File: src/drive_ref_pkg.sv
package drive_ref_pkg;
	localparam int unsigned CLK_HZ        = 40_000_000;
	localparam int unsigned HOLD_MIN_MS   = 50;
	localparam int unsigned HOLD_MIN_CYC  = CLK_HZ / 1000 * HOLD_MIN_MS;
	localparam int unsigned UPDN_TICK_US  = 1000;
	localparam int unsigned UPDN_TICK_CYC = CLK_HZ / 1_000_000 * UPDN_TICK_US;
	localparam logic [7:0]  FN_HOLD2W = 8'h35;
	localparam logic [7:0]  FN_3WIRE  = 8'h1a;
	localparam logic [7:0]  FN_UP     = 8'h06;
	localparam logic [7:0]  FN_DOWN   = 8'h07;
	localparam logic [7:0]  AIN2_AUX  = 8'h00;
	localparam logic [7:0]  AIN2_ADD  = 8'h0a;
	localparam logic [7:0]  PULSE_REF = 8'h00;
	localparam logic [15:0] FREQ_MAX  = 16'he9fc;
	localparam logic [10:0] PCT_MAX   = 11'h442;
	localparam logic [10:0] PCT_MIN_UP = 11'h001;
	localparam logic [26:0] PCT_DIV   = 27'h3e8;
	localparam logic [11:0] CUR_OFS   = 12'h333;
	localparam logic [4:0] REG_RUN_SRC   = 5'h00;
	localparam logic [4:0] REG_MAIN      = 5'h01;
	localparam logic [4:0] REG_ALT       = 5'h02;
	localparam logic [4:0] REG_COMBINE   = 5'h03;
	localparam logic [4:0] REG_AIN_TYPE  = 5'h04;
	localparam logic [4:0] REG_AIN2_FN   = 5'h05;
	localparam logic [4:0] REG_PULSE_FN  = 5'h06;
	localparam logic [4:0] REG_RETAIN    = 5'h07;
	localparam logic [4:0] REG_SLEEP_LIM = 5'h08;
	localparam logic [4:0] REG_UPPER     = 5'h09;
	localparam logic [4:0] REG_LOWER     = 5'h0a;
	localparam logic [4:0] REG_LANG      = 5'h0b;
	localparam logic [4:0] REG_PRESET0   = 5'h0c;
	localparam logic [4:0] REG_FMAX1     = 5'h0d;
	localparam logic [4:0] REG_FMAX2     = 5'h0e;
	localparam logic [4:0] REG_TERM_LO   = 5'h0f;
	localparam logic [4:0] REG_TERM_HI   = 5'h10;
	localparam logic [4:0] REG_COMM_REF  = 5'h11;
	localparam logic [4:0] REG_STATUS    = 5'h12;
	localparam logic [4:0] REG_FREQ      = 5'h13;
	localparam logic [2:0]  RST_AIN_TYPE = 3'h1;
	localparam logic [10:0] RST_UPPER    = 11'h3e8;
	localparam logic [10:0] RST_LOWER    = 11'h000;
	localparam logic [15:0] RST_FMAX     = 16'h1770;
	localparam logic [47:0] RST_TERM     = 48'h0;
	typedef enum logic [1:0] {
		RUN_KEYPAD = 2'h0, RUN_TERM = 2'h1, RUN_COMM = 2'h2, RUN_PLC = 2'h3
	} run_src_e;
	typedef enum logic [2:0] {
		SRC_KEYPAD = 3'h0, SRC_ANALOG = 3'h1, SRC_UPDN = 3'h2, SRC_COMM = 3'h3,
		SRC_PULSE = 3'h4, SRC_AUX = 3'h7
	} freq_src_e;
	typedef struct packed {
		logic fwd;
		logic rev;
	} run_cmd_s;
	typedef struct packed {
		logic source_conflict_error;
		logic start_mode_conflict_error;
		logic limit_range_error;
	} cfg_err_s;
endpackage

File: src/drive_frequency_reference_select.sv
`timescale 1ns/10ps
`default_nettype none
module drive_frequency_reference_select #(
	parameter int unsigned HOLD_CYC = drive_ref_pkg::HOLD_MIN_CYC,
	parameter int unsigned UPDN_CYC = drive_ref_pkg::UPDN_TICK_CYC
) (
	input  wire logic                    clk,
	input  wire logic                    srst,
	input  wire logic [4:0]              addr,
	input  wire logic [31:0]             wdata,
	input  wire logic                    wr,
	input  wire logic                    rd,
	output logic [31:0]                  rdata,
	input  wire logic                    settings_init,
	input  wire logic                    forward_run_input,
	input  wire logic                    reverse_run_input,
	input  wire logic [5:0]              spare_digital_inputs,
	input  wire drive_ref_pkg::run_cmd_s keypad_run,
	input  wire drive_ref_pkg::run_cmd_s comm_run,
	input  wire drive_ref_pkg::run_cmd_s plc_run,
	input  wire logic [15:0]             keypad_ref,
	input  wire logic                    comm_ref_valid,
	input  wire logic [15:0]             comm_ref_data,
	input  wire logic [11:0]             first_analog_input,
	input  wire logic [11:0]             second_analog_input,
	input  wire logic [15:0]             pulse_train_input,
	input  wire logic                    motor_sel,
	input  wire logic                    power_off,
	input  wire logic                    sleeping,
	input  wire logic [15:0]             pid_out,
	output drive_ref_pkg::run_cmd_s      run_cmd,
	output logic [15:0]                  freq_ref,
	output logic [15:0]                  pid_limited,
	output drive_ref_pkg::cfg_err_s      errors,
	output logic [2:0]                   analog_type,
	output logic [1:0]                   language
);
	function automatic logic term_match(input logic [47:0] fn, input logic [5:0] act,
		input logic [7:0] code);
		logic hit;
		hit = 1'b0;
		for (int k = 0; k < 6; k++) begin
			hit = hit | (act[k] && fn[8*k +: 8] == code);
		end
		return hit;
	endfunction

	function automatic logic [15:0] ain_ref(input logic [11:0] code, input logic bip,
		input logic cur, input logic [15:0] fmax);
		logic [11:0] u;
		logic [13:0] m;
		logic [27:0] p;
		u = code;
		m = {2'b00, code - drive_ref_pkg::CUR_OFS} * 14'h0005;
		if (bip) begin
			u = code[11] ? 12'h000 : {code[10:0], 1'b0};
		end else if (cur) begin
			u = (code < drive_ref_pkg::CUR_OFS) ? 12'h000 : m[13:2];
		end
		p = {16'h0000, u} * {12'h000, fmax};
		return p[27:12];
	endfunction

	function automatic logic [15:0] sat_add(input logic [15:0] a, input logic [15:0] b);
		logic [16:0] s;
		s = {1'b0, a} + {1'b0, b};
		return (s > {1'b0, drive_ref_pkg::FREQ_MAX}) ? drive_ref_pkg::FREQ_MAX : s[15:0];
	endfunction

	function automatic logic [15:0] pct_of(input logic [15:0] fmax, input logic [10:0] pct);
		logic [26:0] p;
		p = {11'h000, fmax} * {16'h0000, pct};
		p = p / drive_ref_pkg::PCT_DIV;
		return p[15:0];
	endfunction

	function automatic logic [15:0] clamp(input logic [15:0] v, input logic [15:0] lo,
		input logic [15:0] hi);
		if (v > hi) begin
			return hi;
		end else if (v < lo) begin
			return lo;
		end
		return v;
	endfunction

	logic [1:0]  run_src_r;
	logic [2:0]  main_r;
	logic [2:0]  alt_r;
	logic        combine_r;
	logic [2:0]  ain_type_r;
	logic [7:0]  ain2_fn_r;
	logic [7:0]  pulse_fn_r;
	logic        retain_r;
	logic        sleep_lim_r;
	logic [10:0] upper_r;
	logic [10:0] lower_r;
	logic [1:0]  lang_r;
	logic [15:0] preset0_r;
	logic [15:0] fmax1_r;
	logic [15:0] fmax2_r;
	logic [47:0] term_fn_r;
	logic [15:0] comm_ref_r;
	logic [7:0]  pin_m_r;
	logic [7:0]  pin_s_r;
	logic [21:0] hold_cnt_r [3];
	logic [2:0]  hold_pin;
	logic [2:0]  hold_ok;
	drive_ref_pkg::run_cmd_s hold_run_r;
	drive_ref_pkg::run_cmd_s term_cmd;
	logic [15:0] updn_r;
	logic [15:0] tick_r;
	logic [15:0] fmax;
	logic [15:0] up_hz;
	logic [15:0] lo_hz;
	logic [15:0] ai1_v;
	logic [15:0] ai2_v;
	logic [15:0] src_v [8];
	logic [15:0] alt_v;
	logic [15:0] sum_v;
	logic        hold_mode;
	logic        has_up;
	logic        has_dn;
	logic        comm_sel;
	logic        lim_err;
	logic [31:0] rd_mux;

	// Parameter store; settings_init restores defaults except the language
	always_ff @(posedge clk) begin
		if (srst || settings_init) begin
			run_src_r   <= drive_ref_pkg::RUN_KEYPAD;
			main_r      <= drive_ref_pkg::SRC_KEYPAD;
			alt_r       <= drive_ref_pkg::SRC_KEYPAD;
			combine_r   <= 1'b0;
			ain_type_r  <= drive_ref_pkg::RST_AIN_TYPE;
			ain2_fn_r   <= drive_ref_pkg::AIN2_AUX;
			pulse_fn_r  <= drive_ref_pkg::PULSE_REF;
			retain_r    <= 1'b0;
			sleep_lim_r <= 1'b0;
			upper_r     <= drive_ref_pkg::RST_UPPER;
			lower_r     <= drive_ref_pkg::RST_LOWER;
			preset0_r   <= 16'h0000;
			fmax1_r     <= drive_ref_pkg::RST_FMAX;
			fmax2_r     <= drive_ref_pkg::RST_FMAX;
			term_fn_r   <= drive_ref_pkg::RST_TERM;
		end else if (wr) begin
			case (addr)
				drive_ref_pkg::REG_RUN_SRC:   run_src_r <= wdata[1:0];
				drive_ref_pkg::REG_MAIN:      main_r <= wdata[2:0];
				drive_ref_pkg::REG_ALT:       alt_r <= wdata[2:0];
				drive_ref_pkg::REG_COMBINE:   combine_r <= wdata[0];
				drive_ref_pkg::REG_AIN_TYPE:  ain_type_r <= wdata[2:0];
				drive_ref_pkg::REG_AIN2_FN:   ain2_fn_r <= wdata[7:0];
				drive_ref_pkg::REG_PULSE_FN:  pulse_fn_r <= wdata[7:0];
				drive_ref_pkg::REG_RETAIN:    retain_r <= wdata[0];
				drive_ref_pkg::REG_SLEEP_LIM: sleep_lim_r <= wdata[0];
				drive_ref_pkg::REG_UPPER: begin
					if (wdata[10:0] >= drive_ref_pkg::PCT_MIN_UP &&
						wdata[10:0] <= drive_ref_pkg::PCT_MAX) begin
						upper_r <= wdata[10:0];
					end
				end
				drive_ref_pkg::REG_LOWER: begin
					if (wdata[10:0] <= drive_ref_pkg::PCT_MAX) begin
						lower_r <= wdata[10:0];
					end
				end
				drive_ref_pkg::REG_PRESET0:   preset0_r <= wdata[15:0];
				drive_ref_pkg::REG_FMAX1:     fmax1_r <= wdata[15:0];
				drive_ref_pkg::REG_FMAX2:     fmax2_r <= wdata[15:0];
				drive_ref_pkg::REG_TERM_LO:   term_fn_r[31:0] <= wdata;
				drive_ref_pkg::REG_TERM_HI:   term_fn_r[47:32] <= wdata[15:0];
				default: ;
			endcase
		end
	end

	always_ff @(posedge clk) begin
		if (srst) begin
			lang_r <= 2'h0;
		end else if (wr && addr == drive_ref_pkg::REG_LANG) begin
			lang_r <= wdata[1:0];
		end
	end

	// Terminal pins cross in from outside
	always_ff @(posedge clk) begin
		if (srst) begin
			pin_m_r <= 8'h00;
			pin_s_r <= 8'h00;
		end else begin
			pin_m_r <= {spare_digital_inputs, reverse_run_input, forward_run_input};
			pin_s_r <= pin_m_r;
		end
	end

	assign hold_mode = term_match(term_fn_r, 6'h3f, drive_ref_pkg::FN_HOLD2W);
	assign hold_pin  = {pin_s_r[4], pin_s_r[1], pin_s_r[0]};

	// A press only counts once it has stayed closed for the hold time
	for (genvar i = 0; i < 3; i++) begin : g_hold
		always_ff @(posedge clk) begin
			if (srst || !hold_pin[i]) begin
				hold_cnt_r[i] <= 22'h0;
			end else if (!hold_ok[i]) begin
				hold_cnt_r[i] <= hold_cnt_r[i] + 22'h1;
			end
		end
		assign hold_ok[i] = hold_cnt_r[i] >= 22'(HOLD_CYC);
	end

	// Hold run latch: the fifth input opening stops the drive
	always_ff @(posedge clk) begin
		if (srst || !hold_mode || !pin_s_r[4]) begin
			hold_run_r <= '{fwd: 1'b0, rev: 1'b0};
		end else if (hold_ok[0] && hold_ok[2]) begin
			hold_run_r <= '{fwd: 1'b1, rev: 1'b0};
		end else if (hold_ok[1] && hold_ok[2]) begin
			hold_run_r <= '{fwd: 1'b0, rev: 1'b1};
		end
	end

	always_comb begin
		term_cmd.fwd = pin_s_r[0] && !pin_s_r[1];
		term_cmd.rev = pin_s_r[1] && !pin_s_r[0];
		if (hold_mode) begin
			term_cmd = hold_run_r;
		end
	end

	always_ff @(posedge clk) begin
		if (srst) begin
			run_cmd <= '{fwd: 1'b0, rev: 1'b0};
		end else begin
			case (run_src_r)
				drive_ref_pkg::RUN_KEYPAD: run_cmd <= keypad_run;
				drive_ref_pkg::RUN_TERM:   run_cmd <= term_cmd;
				drive_ref_pkg::RUN_COMM:   run_cmd <= comm_run;
				drive_ref_pkg::RUN_PLC:    run_cmd <= plc_run;
				default:                   run_cmd <= '{fwd: 1'b0, rev: 1'b0};
			endcase
		end
	end

	assign has_up = term_match(term_fn_r, 6'h3f, drive_ref_pkg::FN_UP);
	assign has_dn = term_match(term_fn_r, 6'h3f, drive_ref_pkg::FN_DOWN);

	// Up/down reference steps 0.01 Hz per tick
	always_ff @(posedge clk) begin
		if (srst) begin
			tick_r <= 16'h0000;
			updn_r <= 16'h0000;
		end else begin
			tick_r <= (tick_r >= 16'(UPDN_CYC - 1)) ? 16'h0000 : tick_r + 16'h0001;
			if (tick_r == 16'h0000 && has_up && has_dn) begin
				if (term_match(term_fn_r, pin_s_r[7:2], drive_ref_pkg::FN_UP)) begin
					updn_r <= (updn_r < fmax) ? updn_r + 16'h0001 : fmax;
				end else if (term_match(term_fn_r, pin_s_r[7:2], drive_ref_pkg::FN_DOWN) &&
					updn_r != 16'h0000) begin
					updn_r <= updn_r - 16'h0001;
				end
			end
		end
	end

	assign comm_sel = main_r == drive_ref_pkg::SRC_COMM || alt_r == drive_ref_pkg::SRC_COMM;

	// A new serial value wins over a power-off clear in the same cycle
	always_ff @(posedge clk) begin
		if (srst) begin
			comm_ref_r <= 16'h0000;
		end else if (comm_ref_valid) begin
			comm_ref_r <= clamp(comm_ref_data, 16'h0000, drive_ref_pkg::FREQ_MAX);
		end else if (power_off && !(retain_r && comm_sel)) begin
			comm_ref_r <= 16'h0000;
		end
	end

	assign fmax  = motor_sel ? fmax2_r : fmax1_r;
	assign up_hz = pct_of(fmax, upper_r);
	assign lo_hz = pct_of(fmax, lower_r);
	assign lim_err = upper_r < lower_r;
	assign ai1_v = ain_ref(first_analog_input, ain_type_r[1], 1'b0, fmax);
	assign ai2_v = ain_ref(second_analog_input, 1'b0, ain_type_r[0], fmax);

	always_comb begin
		for (int k = 0; k < 8; k++) begin
			src_v[k] = 16'h0000;
		end
		src_v[drive_ref_pkg::SRC_KEYPAD] = keypad_ref;
		src_v[drive_ref_pkg::SRC_ANALOG] = ai1_v;
		if (ain2_fn_r == drive_ref_pkg::AIN2_ADD) begin
			src_v[drive_ref_pkg::SRC_ANALOG] = sat_add(ai1_v, ai2_v);
		end
		src_v[drive_ref_pkg::SRC_UPDN] = (has_up && has_dn) ? updn_r : 16'h0000;
		src_v[drive_ref_pkg::SRC_COMM] = comm_ref_r;
		if (pulse_fn_r == drive_ref_pkg::PULSE_REF) begin
			src_v[drive_ref_pkg::SRC_PULSE] = pulse_train_input;
		end
		if (ain2_fn_r == drive_ref_pkg::AIN2_AUX) begin
			src_v[drive_ref_pkg::SRC_AUX] = ai2_v;
		end
	end

	assign alt_v = (alt_r == drive_ref_pkg::SRC_KEYPAD) ? preset0_r : src_v[alt_r];
	assign sum_v = combine_r ? sat_add(src_v[main_r], alt_v) : src_v[main_r];

	always_ff @(posedge clk) begin
		if (srst) begin
			freq_ref <= 16'h0000;
		end else begin
			freq_ref <= clamp(sum_v, lo_hz, up_hz);
		end
	end

	always_ff @(posedge clk) begin
		if (srst) begin
			pid_limited <= 16'h0000;
		end else if (sleeping) begin
			pid_limited <= sleep_lim_r ? 16'h0000 : lo_hz;
		end else begin
			pid_limited <= clamp(pid_out, lo_hz, up_hz);
		end
	end

	always_ff @(posedge clk) begin
		if (srst) begin
			errors <= '{default: 1'b0};
		end else begin
			errors.source_conflict_error <= combine_r && main_r == alt_r;
			errors.start_mode_conflict_error <= hold_mode &&
				term_match(term_fn_r, 6'h3f, drive_ref_pkg::FN_3WIRE);
			errors.limit_range_error <= lim_err;
		end
	end

	assign analog_type = ain_type_r;
	assign language    = lang_r;

	always_comb begin
		rd_mux = 32'h0000_0000;
		case (addr)
			drive_ref_pkg::REG_RUN_SRC:   rd_mux[1:0] = run_src_r;
			drive_ref_pkg::REG_MAIN:      rd_mux[2:0] = main_r;
			drive_ref_pkg::REG_ALT:       rd_mux[2:0] = alt_r;
			drive_ref_pkg::REG_COMBINE:   rd_mux[0] = combine_r;
			drive_ref_pkg::REG_AIN_TYPE:  rd_mux[2:0] = ain_type_r;
			drive_ref_pkg::REG_AIN2_FN:   rd_mux[7:0] = ain2_fn_r;
			drive_ref_pkg::REG_PULSE_FN:  rd_mux[7:0] = pulse_fn_r;
			drive_ref_pkg::REG_RETAIN:    rd_mux[0] = retain_r;
			drive_ref_pkg::REG_SLEEP_LIM: rd_mux[0] = sleep_lim_r;
			drive_ref_pkg::REG_UPPER:     rd_mux[10:0] = upper_r;
			drive_ref_pkg::REG_LOWER:     rd_mux[10:0] = lower_r;
			drive_ref_pkg::REG_LANG:      rd_mux[1:0] = lang_r;
			drive_ref_pkg::REG_PRESET0:   rd_mux[15:0] = preset0_r;
			drive_ref_pkg::REG_FMAX1:     rd_mux[15:0] = fmax1_r;
			drive_ref_pkg::REG_FMAX2:     rd_mux[15:0] = fmax2_r;
			drive_ref_pkg::REG_TERM_LO:   rd_mux = term_fn_r[31:0];
			drive_ref_pkg::REG_TERM_HI:   rd_mux[15:0] = term_fn_r[47:32];
			drive_ref_pkg::REG_COMM_REF:  rd_mux[15:0] = comm_sel ? comm_ref_r : 16'h0000;
			drive_ref_pkg::REG_STATUS:    rd_mux[5:0] = {errors, run_cmd, hold_mode};
			drive_ref_pkg::REG_FREQ:      rd_mux[15:0] = freq_ref;
			default:                      rd_mux = 32'h0000_0000;
		endcase
	end

	// Read data is valid only in the cycle after the strobe
	always_ff @(posedge clk) begin
		if (srst || !rd) begin
			rdata <= 32'h0000_0000;
		end else begin
			rdata <= rd_mux;
		end
	end
endmodule
`default_nettype wire

File: config.mk
export PLATFORM = sky130hd
export DESIGN_NAME = drive_frequency_reference_select
export DESIGN_NICKNAME = d
export VERILOG_FILES = /design/src/drive_ref_pkg.sv /design/src/drive_frequency_reference_select.sv
export SDC_FILE = /design/constraint.sdc
export NUM_CORES = 2
export LEC_CHECK = 0
export CORE_MARGIN = 1.5
export CORE_UTILIZATION = 61
export CTS_CLUSTER_DIAMETER = 80
export CTS_CLUSTER_SIZE = 30
export DETAILED_ROUTE_END_ITERATION = 8
export DONT_BUFFER_PORTS = 1
export PLACE_DENSITY = 0.77
export RECOVER_POWER = 100
export REMOVE_ABC_BUFFERS = 1
export SKIP_CTS_REPAIR_TIMING = 1
export SYNTH_ARGS = -nofsm -noshare
export SYNTH_HDL_FRONTEND = slang
export SYNTH_SLANG_ARGS = --single-unit
File: constraint.sdc
create_clock -name clk -period 51.3 [get_ports clk]
set_clock_uncertainty 0.2 [all_clocks]
set_input_delay 7.695 -clock clk [delete_from_list [all_inputs] [get_ports clk]]
set_output_delay 7.695 -clock clk [all_outputs]
set_load 0.02 [all_outputs]
# After elaboration in Yosys (flattened, before gate mapping)
# Memory sizes are Yosys's and may differ from the RTL's.
# Cells that the tools add are included.
[totals] register_bits=285 mem_bits_rw=66 in_bits=148 elab_cells=301 memories=1
[classes] addsub=9 mul=5 n_div=2 order_cmp=19 eq_ne=50 muxes=76 bitwise=36 reduce_logical=70
[mem_list] memory="hold_cnt_r" words=3 width=22 rd=3 rd_clocked_by_memory_dff=0 wr=3 line="drive_frequency_reference_select.sv:106" text="logic [21:0] hold_cnt_r [3];"
[op_table] op="2-to-1 mux 16 bit" n=30
[op_table] op="binary-select mux 16 bit (select 3 bit)" n=2
[op_table] op="== test 8 x 3 -> 1 bit, second input constant" n=12
[op_table] op="adder 22 x 1 -> 22 bit, second input constant" n=3
[op_table] op="greater-or-equal comparator 22 x 21 -> 1 bit, second input constant" n=3
[op_table] op="2-to-1 mux 22 bit" n=3
[op_table] op="multiplier 12 x 16 -> 28 bit" n=2
[op_table] op="divider 27 x 10 -> 27 bit, second input constant" n=2
[op_table] op="multiplier 16 x 11 -> 27 bit" n=2
[op_table] op="== test 8 x 5 -> 1 bit, second input constant" n=6
[op_table] op="== test 8 x 6 -> 1 bit, second input constant" n=6
[op_table] op="< comparator 16 bit" n=3
[op_table] op="2-to-1 mux 12 bit" n=4
[op_table] op="== test 5 x 4 -> 1 bit, second input constant" n=8
[op_table] op="one-hot mux 3 bit (12 select lines)" n=1
[op_table] op="one-hot mux 5 bit (7 select lines)" n=1
[op_table] op="adder 16 x 16 -> 17 bit" n=2
[op_table] op="> comparator 17 x 16 -> 1 bit, second input constant" n=2
[op_table] op="OR 1 bit" n=33
[op_table] op="adder 16 x 1 -> 16 bit, second input constant" n=2
[op_table] op="> comparator 16 bit" n=2
[op_table] op="AND reduction 2 bit" n=15
[op_table] op="one-hot mux 3 bit (9 select lines)" n=1
[op_table] op="logical AND 1 bit" n=26
[op_table] op="other kinds (40)" n=96

# Depth between registers and ports, before layout
[logic_depth] ltp_word=22 depth_mapped=97 depth_no_buf=95

# Worst setup path after synthesis
# No wires, ideal clock.
[synth_path] kind="input port to flip-flop" startpoint="input port motor_sel" endpoint="register pid_limited[14]" setup_ps=134 arrival_ps=27023 path_slack_ps=23943 cell_stages=83 path_buffers=10 path_cell_list="clkbuf_1 -> buf_1 -> mux2_2 -> clkbuf_1 -> and2_1 -> fa_1 -> inv_1 -> fa_1 -> fa_1 -> inv_1 -> fa_1 -> inv_1 -> fa_1 -> inv_1 -> ha_1 -> clkbuf_1 -> a21oi_2 -> o21ai_1 -> [... 47 more ...] -> a31oi_2 -> ha_1 -> nor2b_1 -> o21ai_0 -> nand2b_1 -> a21oi_1 -> nor2b_1 -> o21ai_0 -> nand2b_1 -> a21oi_1 -> nor2b_1 -> o21ai_0 -> a21boi_0 -> o21ai_0 -> a22oi_1 -> nor2_1 -> dlygate4sd1_1 -> a211oi_1"
[synth_between] elab_chain_cells=10 elab_cells_between_ends=16 cone_classes="2 x mul; 2 x div; 2 x order compare; 10 x mux"
[synth_rtl] item="start: declaration" line="drive_frequency_reference_select.sv:27" text="input wire logic motor_sel,"
[synth_rtl] item="2-to-1 mux 16 bit *" line="drive_frequency_reference_select.sv:279" text="assign fmax = motor_sel ? fmax2_r : fmax1_r;"
[synth_rtl] item="multiplier 16 x 11 -> 27 bit" line="drive_frequency_reference_select.sv:72" text="p = {11'h000, fmax} * {16'h0000, pct};"
[synth_rtl] item="divider 27 x 10 -> 27 bit" line="drive_frequency_reference_select.sv:73" text="p = p / drive_ref_pkg::PCT_DIV;"
[synth_rtl] item="< comparator 16 bit" line="drive_frequency_reference_select.sv:81" text="end else if (v < lo) begin"
[synth_rtl] item="2-to-1 mux 1 bit" line="drive_frequency_reference_select.sv:81"
[synth_rtl] item="2-to-1 mux 1 bit" line="drive_frequency_reference_select.sv:79" text="if (v > hi) begin"
[synth_rtl] item="2-to-1 mux 1 bit" line="drive_frequency_reference_select.sv:319" text="end else if (sleeping) begin"
[synth_rtl] item="2-to-1 mux 1 bit" line="drive_frequency_reference_select.sv:317" text="if (srst) begin"
[synth_rtl] item="2-to-1 mux 16 bit" line="drive_frequency_reference_select.sv:84" text="return v;"
[synth_rtl] item="2-to-1 mux 16 bit *" line="drive_frequency_reference_select.sv:319"
[synth_rtl] item="end signal: assignment" line="drive_frequency_reference_select.sv:320" text="pid_limited <= sleep_lim_r ? 16'h0000 : lo_hz;"
[synth_rtl] item="end signal: assignment" line="drive_frequency_reference_select.sv:322" text="pid_limited <= clamp(pid_out, lo_hz, up_hz);"
[synth_rtl] item="end: declaration" line="drive_frequency_reference_select.sv:33" text="output logic [15:0] pid_limited,"
# Mark *: on every way between the ends. The rest lies on a longest branch, timed or not. The select of a mux whose other input is x is not followed.
# A chain may end at the register's enable or synchronous reset.

# Final worst setup path
[layout_path] startpoint="input port motor_sel" endpoint="register pid_limited[5]"
# The elaborated chain is that of the path after synthesis.

==> impl_results.md <==
* Required @ worst endpoint at 51,480 ps
* DRC viols at 22
* Overflow after GRT at 0
* R2R Setup Slk at 23,890 ps
* Max Freq at 0.0293 GHz
* Crit-path slowest cell: mux2_1
* Max Slew Vio Count at 237
* Proportion of layout cells with a drive suffix above 1 at 0.0525
* Total core area at 90,400 sq um
* Die height at 306 um
* Critical path endpoint: pid_limited[5]$_SDFF_PP0_
* Initial Utilization at 0.618
* First-pass GRT wire length at 287,000 um
* Reg2reg end: pid_limited[5]$_SDFF_PP0_
* Routed met1 length at 71,200 um
* EDFF count, synth at 66
* Layout Nets at 7,878
* Wire length on met2 at 79,300 um
* Filler Cell Count at 7,904
* All-Layer GR Usage at 0.387
* RSZ-0062 raised after global routing: false
* DR WL met3 at 23,300 um
* Crit path time final at 34,170 ps
* Vias/cell at 6.60
* Max cap viols at 6
* Worst path max stage delay at 1270 ps
* Initial antenna violation count at 20
* Yosys warning count at 0
* Max_slew headroom at -1.35
* Std-Cell Rows at 110
* Final setup vio count at 0
* Die X at 306 um
* CP max FO at 34
* Num CTS Buffers at 19
* Ports at 222
* H-Tree Level Count at 1
* Synth top area share at 0.190
* Mapped Avg Cell Area at 7.91 sq um
* Most frequent cell on the critical path: inv_1
* Critical path launch point type: input pin
* GPL Wtd Cong at 1.01
* Post-synth cell types at 149
* Max Used Layer: met5
* Most used flip-flop cell after synthesis: dfxtp_1
* Die area at 93,400 sq um
* Final wirelength at 185,000 um
* Ratio of final minimum period to clock period at 0.666
* Sinks on Clock Net at 351
* Post-DP HPWL at 144,000 um
* Starting DRT DRC Count at 6,557
* Vias at 52,780
* IO Port Bufs at 0
* Netlist Area Pre-Place at 55,900 sq um
* Clk slew on worst S/H paths at 110 ps
* Layout area overhead at 2.21%
* Biggest area consumer among synthesized cells: fa_1
* R2r worst-path depth at 73
* Final hold violations at 0
* Setup TNS at 0 ps
* Critical path class: in -> reg
* HP Class: reg -> reg
* Async set-reset flop share out of synthesis at 0
* Clk Tree Root Cell: clkbuf_16
* DR WL/cell at 23.1 um
* Cells after Synth at 7,064
* CTS tree: done
* Critical Path AT at 34,350 ps
* Status: complete, but fails checks
* Flops & latches, synth at 351
* Post-route ant nets at 0
* Vias in the first global route at 50,378
* Clock Latency Late Sink at 600 ps
* Slew of the pin with the lowest slew margin at 3530 ps
* Sequential share of the synthesized area at 0.138
* CP Launch Point: motor_sel
* Kind of end point of the critical path: flip-flop
* Largest net degree at the start of global routing at 87
* Clk buf depth at 3
* Failing checks: design-rule violations, max-capacitance violations, max-slew violations
* Top cells by area, synth: fa_1 (19%), dfxtp_1 (10%), ha_1 (9.1%)
* Worst r2r src: fmax1_r[1]$_SDFFE_PP0P_
* Router iterations before antenna repair at 9
[Yosys cell counts, types with 60 or more instances]
| library cell | count |
|---|---|
| o21ai_0 | 241 |
| nor3_1 | 135 |
| nand2_1 | 1019 |
| xor2_1 | 110 |
| ha_1 | 405 |
| nand3_1 | 203 |
| inv_1 | 708 |
| o21a_1 | 60 |
| nand4_1 | 63 |
| a211oi_1 | 71 |
| a21o_1 | 60 |
| a31oi_1 | 62 |
| fa_1 | 531 |
| clkbuf_1 | 305 |
| a21oi_1 | 417 |
| mux2i_1 | 99 |
| and2_1 | 176 |
| dfxtp_1 | 285 |
| and3_1 | 80 |
| xnor2_1 | 157 |
| a22oi_1 | 91 |
| nor2_1 | 593 |
| edfxtp_1 | 66 |
[area by class of cell]
type | instances | area [sq um] | share of cell area
clock inverter | 11 | 193 | 0.00337
inverter | 728 | 2740 | 0.0480
clock buffer | 21 | 483 | 0.00845
timing repair buffer | 91 | 649 | 0.0114
multi-input combinational | 5603 | 43900 | 0.768
tap | 1176 | 1470 | 0.0258
antenna | 16 | 40.0 | 0.000701
sequential | 351 | 7690 | 0.135
[routing by layer]
layer  GRT usage  vias up
met4       0.189       14
met2       0.592     2987
li1            -    23874
met1       0.501    25295
met3       0.114      610
met5           0        -
[cells in the final DEF (no fill, tap or decap), drive strengths merged, types with 24 or more instances in the layout]
| master | n |
|---|---|
| or3 | 38 |
| ha | 405 |
| nand4 | 64 |
| and2 | 178 |
| a211o | 28 |
| o22ai | 45 |
| o31ai | 45 |
| fa | 531 |
| a22oi | 93 |
| nor2 | 595 |
| a21oi | 421 |
| or2 | 30 |
| o22a | 31 |
| and3 | 80 |
| mux4 | 32 |
| xnor2 | 164 |
| nor3 | 137 |
| nand3 | 205 |
| a31oi | 66 |
| a211oi | 81 |
| o21bai | 33 |
| o21ai | 290 |
| xor2 | 110 |
| a21o | 62 |
| mux2i | 104 |
| buf | 82 |
| a221oi | 24 |
| a222oi | 24 |
| nand2 | 1021 |
| edfxtp | 66 |
| inv | 731 |
| clkbuf | 30 |
| o21a | 60 |
| nor2b | 53 |
| o211ai | 61 |
| dfxtp | 285 |
| nor4 | 59 |
| nand2b | 58 |
| mux2 | 47 |
[registers in the layout (all words and copies together), names as in the netlist, 8 cells and up]
name / cells
ain2_fn_r: 8
term_fn_r: 48
comm_ref_r: 16
fmax2_r: 16
pulse_fn_r: 8
pid_limited: 16
tick_r: 16
preset0_r: 16
freq_ref: 16
rdata: 32
fmax1_r: 16
updn_r: 16
pin_m_r: 8
lower_r: 11
upper_r: 11
pin_s_r: 8
hold_cnt_r: 66
[worst min-delay path by stage]
stage | from | slack, ps | depth (start not counted) | endpoint
detailed placement | pin_m_r[7]$_SDFF_PP0_ | 230 | 1 | pin_s_r[7]$_SDFF_PP0_
finish | pin_m_r[7]$_SDFF_PP0_ | 250 | 1 | pin_s_r[7]$_SDFF_PP0_
floorplan | pin_m_r[0]$_SDFF_PP0_ | 210 | 1 | pin_s_r[0]$_SDFF_PP0_
global placement | pin_m_r[4]$_SDFF_PP0_ | 220 | 1 | pin_s_r[4]$_SDFF_PP0_
CTS | pin_m_r[7]$_SDFF_PP0_ | 250 | 1 | pin_s_r[7]$_SDFF_PP0_
global route | pin_m_r[7]$_SDFF_PP0_ | 260 | 1 | pin_s_r[7]$_SDFF_PP0_
[cell families after synthesis]
logic type,share of synthesized area
simple gates,0.215
compound gates,0.202
buf+inv,0.0775
fa+ha+maj,0.281
flops,0.138
xor+xnor,0.0447
mux,0.0418
other cells,0.0000671
[worst max-delay path: cells and delay by family]
family                   cells  cell delay (ps)
adder cells (fa/ha/maj)      7             3460
multiplexers                 2             2170
XOR/XNOR                     2             1380
AO/OA/AOI/OAI               36            12110
AND/OR/NAND/NOR             18             5310
buffers and inverters        8             2150
[per-stage QoR]
stage                      util  setup WS (ps)  std cells  cell area [sq um]  hold WS, ps
after floorplan               -          23610       6682              54300          214
after global placement    0.625          19830       7949              56500          223
after detailed placement  0.625          19760       7949              56500          229
after CTS                 0.633          20200       7981              57200          252
after global routing      0.631          15080       7983              57100          260
final                     0.632          17130       7997              57100          252
Power is left out: the tool's default activity adds up to more than one toggle a clock period on the data nets, which glitch-free logic cannot reach.
